==> src/logic/i2cs_consts.svh <==
`ifndef I2CS_CONSTS_SVH
`define I2CS_CONSTS_SVH
`define I2CS_ADDR_HI 5'h12
`define I2CS_MCODE_HI 5'h01
`define I2CS_BITS_PER_BYTE 4'h8
`define I2CS_REF_HZ 10000000
`define I2CS_SCL_HZ 100000
`define I2CS_HALF_DIV ((`I2CS_REF_HZ / `I2CS_SCL_HZ) / 4)
`define I2CS_DIV_W 8
`endif

==> src/logic/i2cs_pkg.sv <==
package i2cs_pkg;
  typedef enum logic [4:0] {
    I2CS_IDLE = 5'h01,
    I2CS_ADDR = 5'h02,
    I2CS_RECV = 5'h04,
    I2CS_SEND = 5'h08,
    I2CS_ACK = 5'h10
  } i2cs_state_t;
  typedef enum logic [5:0] {
    I2CM_IDLE = 6'h01,
    I2CM_START = 6'h02,
    I2CM_BIT = 6'h04,
    I2CM_ACKB = 6'h08,
    I2CM_STOP = 6'h10,
    I2CM_DONE = 6'h20
  } i2cm_state_t;
endpackage

==> src/logic/i2cs_bus_if.sv <==
`timescale 1ns/1ps
`default_nettype none
interface i2cs_bus_if;
  logic scl_o;
  logic scl_oe_n;
  logic sda_dev_o;
  logic sda_dev_oe_n;
  logic sda_host_o;
  logic sda_host_oe_n;
  logic scl;
  logic sda;
  modport device (
    input scl,
    input sda,
    output sda_dev_o,
    output sda_dev_oe_n
  );
  modport host (
    input scl,
    input sda,
    output scl_o,
    output scl_oe_n,
    output sda_host_o,
    output sda_host_oe_n
  );
endinterface
`default_nettype wire

==> src/logic/i2cs_device.sv <==
// Summary of operation
// - master starts only when bus idle
// - SDA fall with SCL high is START
// - SDA rise with SCL high is STOP
// - SDA changes only while SCL low
// - eight bits plus acknowledge per byte
// - acknowledge address match and written bytes
// - acknowledge holds SDA low through clock high
// - master NAKs last read byte
// - after NAK slave releases SDA
// - byte count set only by master
// - master makes all clocks and conditions
// - repeated START restarts address reception
// - address is 10010 plus two strap bits
// - strap pins captured once after reset
// - last address bit selects direction
// - address latched on falling SCL edge
// - read transfers shift bytes out
// - master code 00001xxx enters high speed
// - master code never acknowledged
// - high speed held until STOP
// - runs at the 100 kHz SCL that the host makes from a 10 MHz reference, also in high speed mode
`timescale 1ns/1ps
`default_nettype none
`include "i2cs_consts.svh"
module i2cs_device
  import i2cs_pkg::*;
(
  input wire logic ref_clk,
  input wire logic rstn,
  i2cs_bus_if.device bus,
  input wire logic addr_select_hi_pin,
  input wire logic addr_select_lo_pin,
  input wire logic [7:0] tx_byte,
  output logic tx_take,
  output logic [7:0] rx_byte,
  output logic rx_valid,
  output logic selected,
  output logic read_mode,
  output logic high_speed_mode
);
  typedef struct packed {
    i2cs_state_t st;
    logic [1:0] scl_s;
    logic [1:0] sda_s;
    logic scl_p;
    logic sda_p;
    logic [1:0] strap;
    logic [1:0] strap_m;
    logic [1:0] strap_s;
    logic [1:0] strap_age;
    logic strap_done;
    logic [3:0] cnt;
    logic [7:0] sh;
    logic rd;
    logic acking;
    logic mack;
    logic sda_oe_n;
    logic hs;
    logic hs_arm;
    logic sel;
    logic [7:0] rxb;
    logic rxv;
    logic take;
  } i2cs_dev_t;
  i2cs_dev_t q, d;
  logic scl_rise, scl_fall, start_c, stop_c;
  always_comb begin
    d = q;
    d.scl_s = {q.scl_s[0], bus.scl};
    d.sda_s = {q.sda_s[0], bus.sda};
    d.scl_p = q.scl_s[1];
    d.sda_p = q.sda_s[1];
    d.rxv = 1'b0;
    d.take = 1'b0;
    scl_rise = q.scl_s[1] & ~q.scl_p;
    scl_fall = ~q.scl_s[1] & q.scl_p;
    start_c = q.scl_s[1] & q.scl_p & q.sda_p & ~q.sda_s[1];
    stop_c = q.scl_s[1] & q.scl_p & ~q.sda_p & q.sda_s[1];
    // straps pass two flops, then are frozen once
    d.strap_m = {addr_select_hi_pin, addr_select_lo_pin};
    d.strap_s = q.strap_m;
    if (!q.strap_done) begin
      if (q.strap_age == 2'h2) begin
        d.strap = q.strap_s;
        d.strap_done = 1'b1;
      end else begin
        d.strap_age = q.strap_age + 2'h1;
      end
    end
    if (stop_c) begin
      d.st = I2CS_IDLE;
      d.sda_oe_n = 1'b1;
      d.hs = 1'b0;
      d.hs_arm = 1'b0;
      d.sel = 1'b0;
    end else if (start_c) begin
      d.st = I2CS_ADDR;
      d.cnt = 4'h0;
      d.hs_arm = 1'b0;
      d.sda_oe_n = 1'b1;
      d.sel = 1'b0;
    end else begin
      unique case (q.st)
        I2CS_IDLE: begin
          d.sda_oe_n = 1'b1;
          // high speed only once the ninth clock shows a nak
          if (q.hs_arm && scl_rise) begin
            d.hs_arm = 1'b0;
            d.hs = q.hs | q.sda_s[1];
          end
        end
        I2CS_ADDR, I2CS_RECV: begin
          if (scl_rise) begin
            d.sh = {q.sh[6:0], q.sda_s[1]};
            d.cnt = q.cnt + 4'h1;
          end
          if (scl_fall && q.cnt == `I2CS_BITS_PER_BYTE) begin
            d.cnt = 4'h0;
            if (q.st == I2CS_ADDR) begin
              d.rd = q.sh[0];
              if (q.sh[7:3] == `I2CS_MCODE_HI) begin
                d.hs_arm = 1'b1;
                d.st = I2CS_IDLE;
              end else if (q.sh[7:1] == {`I2CS_ADDR_HI, q.strap}) begin
                d.sel = 1'b1;
                d.acking = 1'b1;
                d.sda_oe_n = 1'b0;
                d.st = I2CS_ACK;
              end else begin
                d.st = I2CS_IDLE;
              end
            end else begin
              d.rxb = q.sh;
              d.rxv = 1'b1;
              d.acking = 1'b1;
              d.sda_oe_n = 1'b0;
              d.st = I2CS_ACK;
            end
          end
        end
        I2CS_ACK: begin
          if (q.acking) begin
            if (scl_fall) begin
              d.acking = 1'b0;
              if (q.rd) begin
                d.sh = tx_byte;
                d.take = 1'b1;
                d.sda_oe_n = tx_byte[7];
                d.cnt = 4'h1;
                d.st = I2CS_SEND;
              end else begin
                d.sda_oe_n = 1'b1;
                d.st = I2CS_RECV;
              end
            end
          end else begin
            if (scl_rise) begin
              d.mack = ~q.sda_s[1];
            end
            if (scl_fall) begin
              if (q.mack) begin
                d.sh = tx_byte;
                d.take = 1'b1;
                d.sda_oe_n = tx_byte[7];
                d.cnt = 4'h1;
                d.st = I2CS_SEND;
              end else begin
                d.sda_oe_n = 1'b1;
                d.st = I2CS_IDLE;
              end
            end
          end
        end
        I2CS_SEND: begin
          if (scl_fall) begin
            if (q.cnt == `I2CS_BITS_PER_BYTE) begin
              d.sda_oe_n = 1'b1;
              d.st = I2CS_ACK;
            end else begin
              d.sh = {q.sh[6:0], 1'b0};
              d.sda_oe_n = q.sh[6];
              d.cnt = q.cnt + 4'h1;
            end
          end
        end
        default: d.st = I2CS_IDLE;
      endcase
    end
  end
  always_ff @(posedge ref_clk or negedge rstn) begin
    if (!rstn) begin
      q <= '0;
      q.st <= I2CS_IDLE;
      q.scl_s <= 2'h3;
      q.sda_s <= 2'h3;
      q.scl_p <= 1'b1;
      q.sda_p <= 1'b1;
      q.sda_oe_n <= 1'b1;
    end else begin
      q <= d;
    end
  end
  assign bus.sda_dev_o = 1'b0;
  assign bus.sda_dev_oe_n = q.sda_oe_n;
  assign tx_take = q.take;
  assign rx_byte = q.rxb;
  assign rx_valid = q.rxv;
  assign selected = q.sel;
  assign read_mode = q.rd;
  assign high_speed_mode = q.hs;
endmodule
`default_nettype wire

==> src/flat_wrapper.sv <==
// flat-port wrapper written by rule: the top's interface ports become plain ports
module i2cs_device_flat import i2cs_pkg::*;
  (ref_clk, rstn, addr_select_hi_pin, addr_select_lo_pin, tx_byte, tx_take, rx_byte, rx_valid, selected, read_mode, high_speed_mode, bus_scl, bus_sda, bus_sda_dev_o, bus_sda_dev_oe_n);
  i2cs_bus_if bus_i ();
  input wire logic ref_clk;
  input wire logic rstn;
  input wire logic addr_select_hi_pin;
  input wire logic addr_select_lo_pin;
  input wire logic [7:0] tx_byte;
  output logic tx_take;
  output logic [7:0] rx_byte;
  output logic rx_valid;
  output logic selected;
  output logic read_mode;
  output logic high_speed_mode;
  input wire logic [$bits(bus_i.scl)-1:0] bus_scl;
  input wire logic [$bits(bus_i.sda)-1:0] bus_sda;
  output wire logic [$bits(bus_i.sda_dev_o)-1:0] bus_sda_dev_o;
  output wire logic [$bits(bus_i.sda_dev_oe_n)-1:0] bus_sda_dev_oe_n;
  assign bus_i.scl = bus_scl;
  assign bus_i.sda = bus_sda;
  assign bus_sda_dev_o = bus_i.sda_dev_o;
  assign bus_sda_dev_oe_n = bus_i.sda_dev_oe_n;
  i2cs_device u_core (.ref_clk(ref_clk), .rstn(rstn), .bus(bus_i), .addr_select_hi_pin(addr_select_hi_pin), .addr_select_lo_pin(addr_select_lo_pin), .tx_byte(tx_byte), .tx_take(tx_take), .rx_byte(rx_byte), .rx_valid(rx_valid), .selected(selected), .read_mode(read_mode), .high_speed_mode(high_speed_mode));
endmodule
==> config.mk <==
export PLATFORM = sky130hd
export DESIGN_NAME = i2cs_device_flat
export DESIGN_NICKNAME = d
export VERILOG_FILES = /design/src/logic/i2cs_pkg.sv /design/src/logic/i2cs_bus_if.sv /design/src/logic/i2cs_device.sv /design/src/flat_wrapper.sv
export VERILOG_INCLUDE_DIRS = /design/src /design/src/logic
export SDC_FILE = /design/constraint.sdc
export NUM_CORES = 1
export LEC_CHECK = 0
export BUFFER_PORTS_ARGS = -buffer_cell sky130_fd_sc_hd__buf_2
export CORE_ASPECT_RATIO = 0.6
export CORE_MARGIN = 5
export CORE_UTILIZATION = 40
export DETAILED_ROUTE_END_ITERATION = 8
export PLACE_DENSITY_LB_ADDON = 0.2
export SLEW_MARGIN = 10
export SYNTH_ARGS = -nofsm -noshare
export SYNTH_HDL_FRONTEND = slang
export SYNTH_SLANG_ARGS = --single-unit
==> constraint.sdc <==
create_clock -name ref_clk -period 1.9 [get_ports ref_clk]
set_input_delay 0.57 -clock ref_clk [delete_from_list [all_inputs] [get_ports ref_clk]]
set_output_delay 0.57 -clock ref_clk [all_outputs]
set_load 0.01 [all_outputs]
== Word level (Yosys, flattened, before mapping) ==
Cells that the tools add are included.

* Logic and storage cells: 171
* Flip-flop bits (word level): 49
* Bits of input ports: 14

* Add/subtract/negate cells: 2
* Bitwise operators: 18
* Equality and inequality tests: 36
* Reduce and logical (&&, ||, !) cells: 27
* Multiplexer cells: 66

{| class="wikitable"
|+ Operator list
! kind !! number
|-
| 12-bit two-way mux || 8
|-
| 5-bit two-way mux || 11
|-
| 4-bit by 1-bit inequality test with 1-bit output (second input constant) || 9
|-
| 12-bit one-hot mux with 3 select lines || 1
|-
| 5-bit AND reduction || 6
|-
| 1-bit two-way mux || 29
|-
| 4-bit two-way mux || 5
|-
| 5-bit one-hot mux with 4 select lines || 1
|-
| 3-bit by 1-bit inequality test with 1-bit output (second input constant) || 5
|-
| 3-bit nonzero test || 5
|-
| 6-bit AND reduction || 2
|-
| 11-bit two-way mux || 1
|-
| 5-bit by 1-bit equality test with 1-bit output (second input constant) || 2
|-
| 10-bit two-way mux || 1
|-
| 2-bit two-way mux || 5
|-
| 5-bit by 3-bit inequality test with 1-bit output (second input constant) || 2
|-
| 1-bit NOT || 10
|-
| 9-bit two-way mux || 1
|-
| 9-bit AND reduction || 1
|-
| 2-bit by 1-bit inequality test with 1-bit output (second input constant) || 4
|-
| 8-bit AND reduction || 1
|-
| 4-bit nonzero test || 2
|-
| 1-bit AND || 7
|-
| 7-bit equality test || 1
|-
| other kinds (21) || 29
|}

== Longest topological paths before layout ==
* Word-level depth: 8
* Mapped depth: 8
* Depth with buffers taken out: 7

== Worst setup path before layout ==
No wires, ideal clock.

* Kind: register to register
* Start: reg u_core.q[47] (netlist bit)
* End: reg u_core.q[28] (netlist bit)
* Required time: 1,772 ps
* Setup time: 128 ps
* Stages on the path, launching flop included: 7
* Path slack: 71 ps
* Path buffers: 1
* Arrival time: 1,701 ps
* Cells stage by stage: dfrtp_1 -> buf_6 -> or4b_4 -> nand2b_4 -> a32oi_2 -> nand2b_1 -> o22ai_1

* Word-level cells in the longest chain between the ends: 4

{| class="wikitable"
|+ Ends and longest elaborated chain
! what !! RTL line !! text
|-
| start: declaration || i2cs_device.sv:66 || <nowiki>i2cs_dev_t q, d;</nowiki>
|-
| 5-bit by 3-bit equality test with 1-bit output or 5-bit by 2-bit equality test with 1-bit output (tied branches) || i2cs_device.sv:104 || <nowiki>unique case (q.st)</nowiki>
|-
| 2-bit OR reduction || i2cs_device.sv:104 ||
|-
| 4-bit by 1-bit inequality test with 1-bit output (no source line) (tied with other cells) || -- ||
|-
| 8-bit AND reduction (no source line) or 4-bit two-way mux (tied branches) || -- ||
|}

Several ways; a longest one is shown, not always the timed one.
A chain may end at the register's enable or synchronous reset.

== Final worst setup path ==
* Start: reg u_core.q[47] (netlist bit)
* End: reg u_core.q[18] (netlist bit)

* Word-level cells in the longest chain between the ends: 4

{| class="wikitable"
|+ Ends and longest elaborated chain
! what !! RTL line
|-
| 5-bit by 3-bit equality test with 1-bit output or 5-bit by 2-bit equality test with 1-bit output (tied branches) || i2cs_device.sv:104
|-
| 2-bit OR reduction || i2cs_device.sv:104
|-
| 2-bit by 1-bit inequality test with 1-bit output (no source line) or 3-bit nonzero test (tied branches) || --
|-
| 9-bit AND reduction (no source line) || --
|}

Several ways; a longest one is shown, not always the timed one.

==> run metrics <==
Initial Utilization 40.76%; CTS buffer count 5; post-synth cell types 53; worst r2r dst u_core.q[18]$_DFFE_PN0P_; Worst-Skew Late Latency 310 ps; Area contributors post-synth dfrtp_1 42%, dfstp_2 8.6%, mux2_2 5.0%, mux2i_1 3.7%, buf_4 3.4%; CP delay by family, top simple AND/OR/NAND/NOR gates; Initial DRT Pass Iterations 4; Setup CP Type reg -> reg; Syn-to-layout area delta 24.75%; Buf/Inv on CP 1; Post-DRT Antenna Nets 0; Tmin final 1937 ps; clock skew 8.455 ps; Mean Syn Cell Area 10.92 um2; CP endpoint kind flop; Gate power share 11.9%; max cap viols 0; synth warn 0; pwr/cell area 653.9 nW/um2; setup slack after layout -36.98 ps; IO Pins 29; filler-free cell count of the finished design 362; CP max-delay cell or4b_4; first-pass GRT wire length 9.204 mm; Critical Path RT 2100 ps; share of post-route cells with drive strength above 1 42.81%; sw power 0.5411 mW; root buffer cell clkbuf_8; reg2reg path depth 5; PortBufs 27; die height 70.71 um; failing checks setup timing; ant diodes 0; # rows 22; P_leak 1.378 nW; setup_tns -170.4 ps; overall via count from detail_route 1,888; cts hold-fix bufs 0; Max Fclk 0.5163 GHz; Max stage delay on crit path 570 ps; final net count 295; R2R Setup Slk -40 ps; Switching Fraction 26.99%; # setup viols final 7; Post-Route WL 5.936 mm; CP Cell Sequence or4b_4 > nand2b_4 > a32oi_4 > clkbuf_16 > o21ai_1; Die Width 111.2 um; Placer Congestion 0.9510; Worst setup startpoint u_core.q[47]$_DFFE_PN0P_; initial antenna violation count 0; Yosys top cell area share 41.75%; Cell Int Power 1.463 mW; Initial DRC Count 101; GRT Total Usage 14.74%; Worst VDD drop 0.4189 mV; cell area after synthesis 2457 um2; Clock power frac 30.0%; Post-synth EDFFs 0; synthesized flop and latch total 49; power consumption 2.005 mW; Inst Count DP 348; TritonCTS clock tree built; Core Region 6028 um2; crit path DAT 2130 ps; status finished, violations left; register area 1239 um2; DR WL/cell 16.40 um; reg-to-reg startpoint u_core.q[47]$_DFFE_PN0P_; sequential power share 58.0%; post-synthesis cell count 225; dpl hpwl 4.254 mm; largest net degree at the start of global routing 31; clk slew on worst S/H paths 90 ps; Yosys top cell by area dfrtp_1; Hold Crit Class in -> async; worst-path fanout max 7; Hold Fails Final Rpt 0; GR Overflow Total 0; register area share after synthesis 50.31%; DRC 0; CP startpoint kind flop; Net Count, Synth 242; fraction of registers with async set/reset 100.0%; vias in the first global route 1,775; Max Root-Sink Buffers 2; crit share post-route 101.9%; Via density 5.215; RSZ-0062 raised after global routing true; Layout fillers 573; Slew Limit Fails 0; CTS sink cnt 49; Multi-input gate area 1147 um2; predominant post-synthesis flop cell dfrtp_1; die area 7862 um2; CTS H-tree lvls 2
how the worst max path moves through the flow:
stage | endpoint | slack (ps) | depth (start not counted)
finish | u_core.q[18]$_DFFE_PN0P_ | -40 | 5
global placement | u_core.q[28]$_DFFE_PN0P_ | 1 | 6
CTS | u_core.q[20]$_DFFE_PN0P_ | 20 | 5
detailed placement | u_core.q[28]$_DFFE_PN0P_ | -4 | 6
floorplan | u_core.q[28]$_DFFE_PN0P_ | 70 | 6
global route | u_core.q[27]$_DFFE_PN0P_ | -90 | 6
repair_timing:
item / 4_1_cts / 5_1_grt
endpoints found under the setup margin: 2 / 23
gates resized for setup: 2 / 26
buffers inserted: 0 / 6
hold endpoints to repair: 0 / 0
pin swaps: 0 / 6
gates cloned: 0 / 1
cell families after synthesis:
logic type	Yosys count	synth area share [%]
simple gates	78	18.23
other cells	1	0.1526
buf+inv	24	6.110
compound gates	43	12.48
fa+ha+maj	3	1.528
flops	49	50.31
mux	20	8.707
xor+xnor	7	2.495
stage by stage:
step | utilization (%) | area [um2] | setup WS [ps] | hold slack (ps)
final | 50.85 | 3065 | -36.98 | 214.3
after global routing | 50.85 | 3065 | -86.89 | 235.9
after CTS | 48.59 | 2929 | 20.97 | 217.7
after detailed placement | 46.99 | 2833 | -3.981 | 334.7
after global placement | 46.99 | 2833 | 1.128 | 333.6
after floorplan | - | 2457 | 71.33 | 274.4
placed cells by master, fill, tap and decap left out, drive strengths merged, types with 2 or more instances in the layout:
master / n
buf: 63
a32oi: 2
nand4: 4
mux2i: 9
inv: 6
mux2: 11
o22ai: 3
nor2: 12
ha: 3
and3: 2
nor3: 4
nand3: 7
or2: 3
dfstp: 8
a31o: 2
xnor2: 5
nor2b: 5
a21oi: 8
nand2b: 7
nand2: 21
or3: 2
dfrtp: 41
xor2: 2
nor4b: 2
a221oi: 2
clkbuf: 6
o21ai: 15
nand3b: 3
or4b: 2
power by group through the flow:
stage | Clock (mW) | Combinational (mW) | Sequential [mW]
after CTS | 0.623 | 0.222 | 1.16
after global routing | 0.669 | 0.267 | 1.18
after detailed placement | 0 | 0.220 | 1.18
final | 0.602 | 0.239 | 1.16
after global placement | 0 | 0.222 | 1.18
after floorplan | 0 | 0.126 | 1.17
per-layer routing:
metal / track usage [%] / up-vias / part of all wire, %
met5: 0 / - / 0
met4: 3.644 / 0 / 0.66
met3: 4.017 / 5 / 7.3
met2: 18.97 / 61 / 40
met1: 23.78 / 919 / 52
li1: - / 903 / -
worst register-to-register path, stage by stage, from the launching register on:
cell and delay (ps):
dfrtp_2 440, or4b_4 570, nand2b_4 190, a32oi_4 340, clkbuf_16 220, o21ai_1 70
state kept, by name, indices dropped and copies added, names as in the netlist, named ones only:
signal and count:
u_core.bus.sda_dev_oe_n 1, u_core.d 6, u_core.read_mode 1, u_core.selected 1
u_core.rx_valid 1, u_core.q 29, u_core.rx_byte 8, u_core.tx_take 1
area by class of cell:
type	count	share of cell area [%]
clock inverter	2	0.3673
timing repair buffer	64	15.39
inverter	6	0.7347
multi-input combinational	152	37.43
sequential	49	40.41
clock buffer	5	2.245
tap	84	3.429
cell usage after synthesis, drive strengths merged, types with 2 or more instances:
cell	n
a21oi	8
a221oi	2
a31o	2
a32oi	2
and3	2
buf	16
clkbuf	2
dfrtp	41
dfstp	8
ha	3
inv	6
mux2	11
mux2i	9
nand2	21
nand2b	7
nand3	7
nand3b	3
nand4	4
nor2	12
nor2b	5
nor3	4
nor4b	2
o21ai	15
o22ai	3
or2	3
or3	2
or4b	2
xnor2	5
xor2	2
Power figures use the tool's default switching activity.
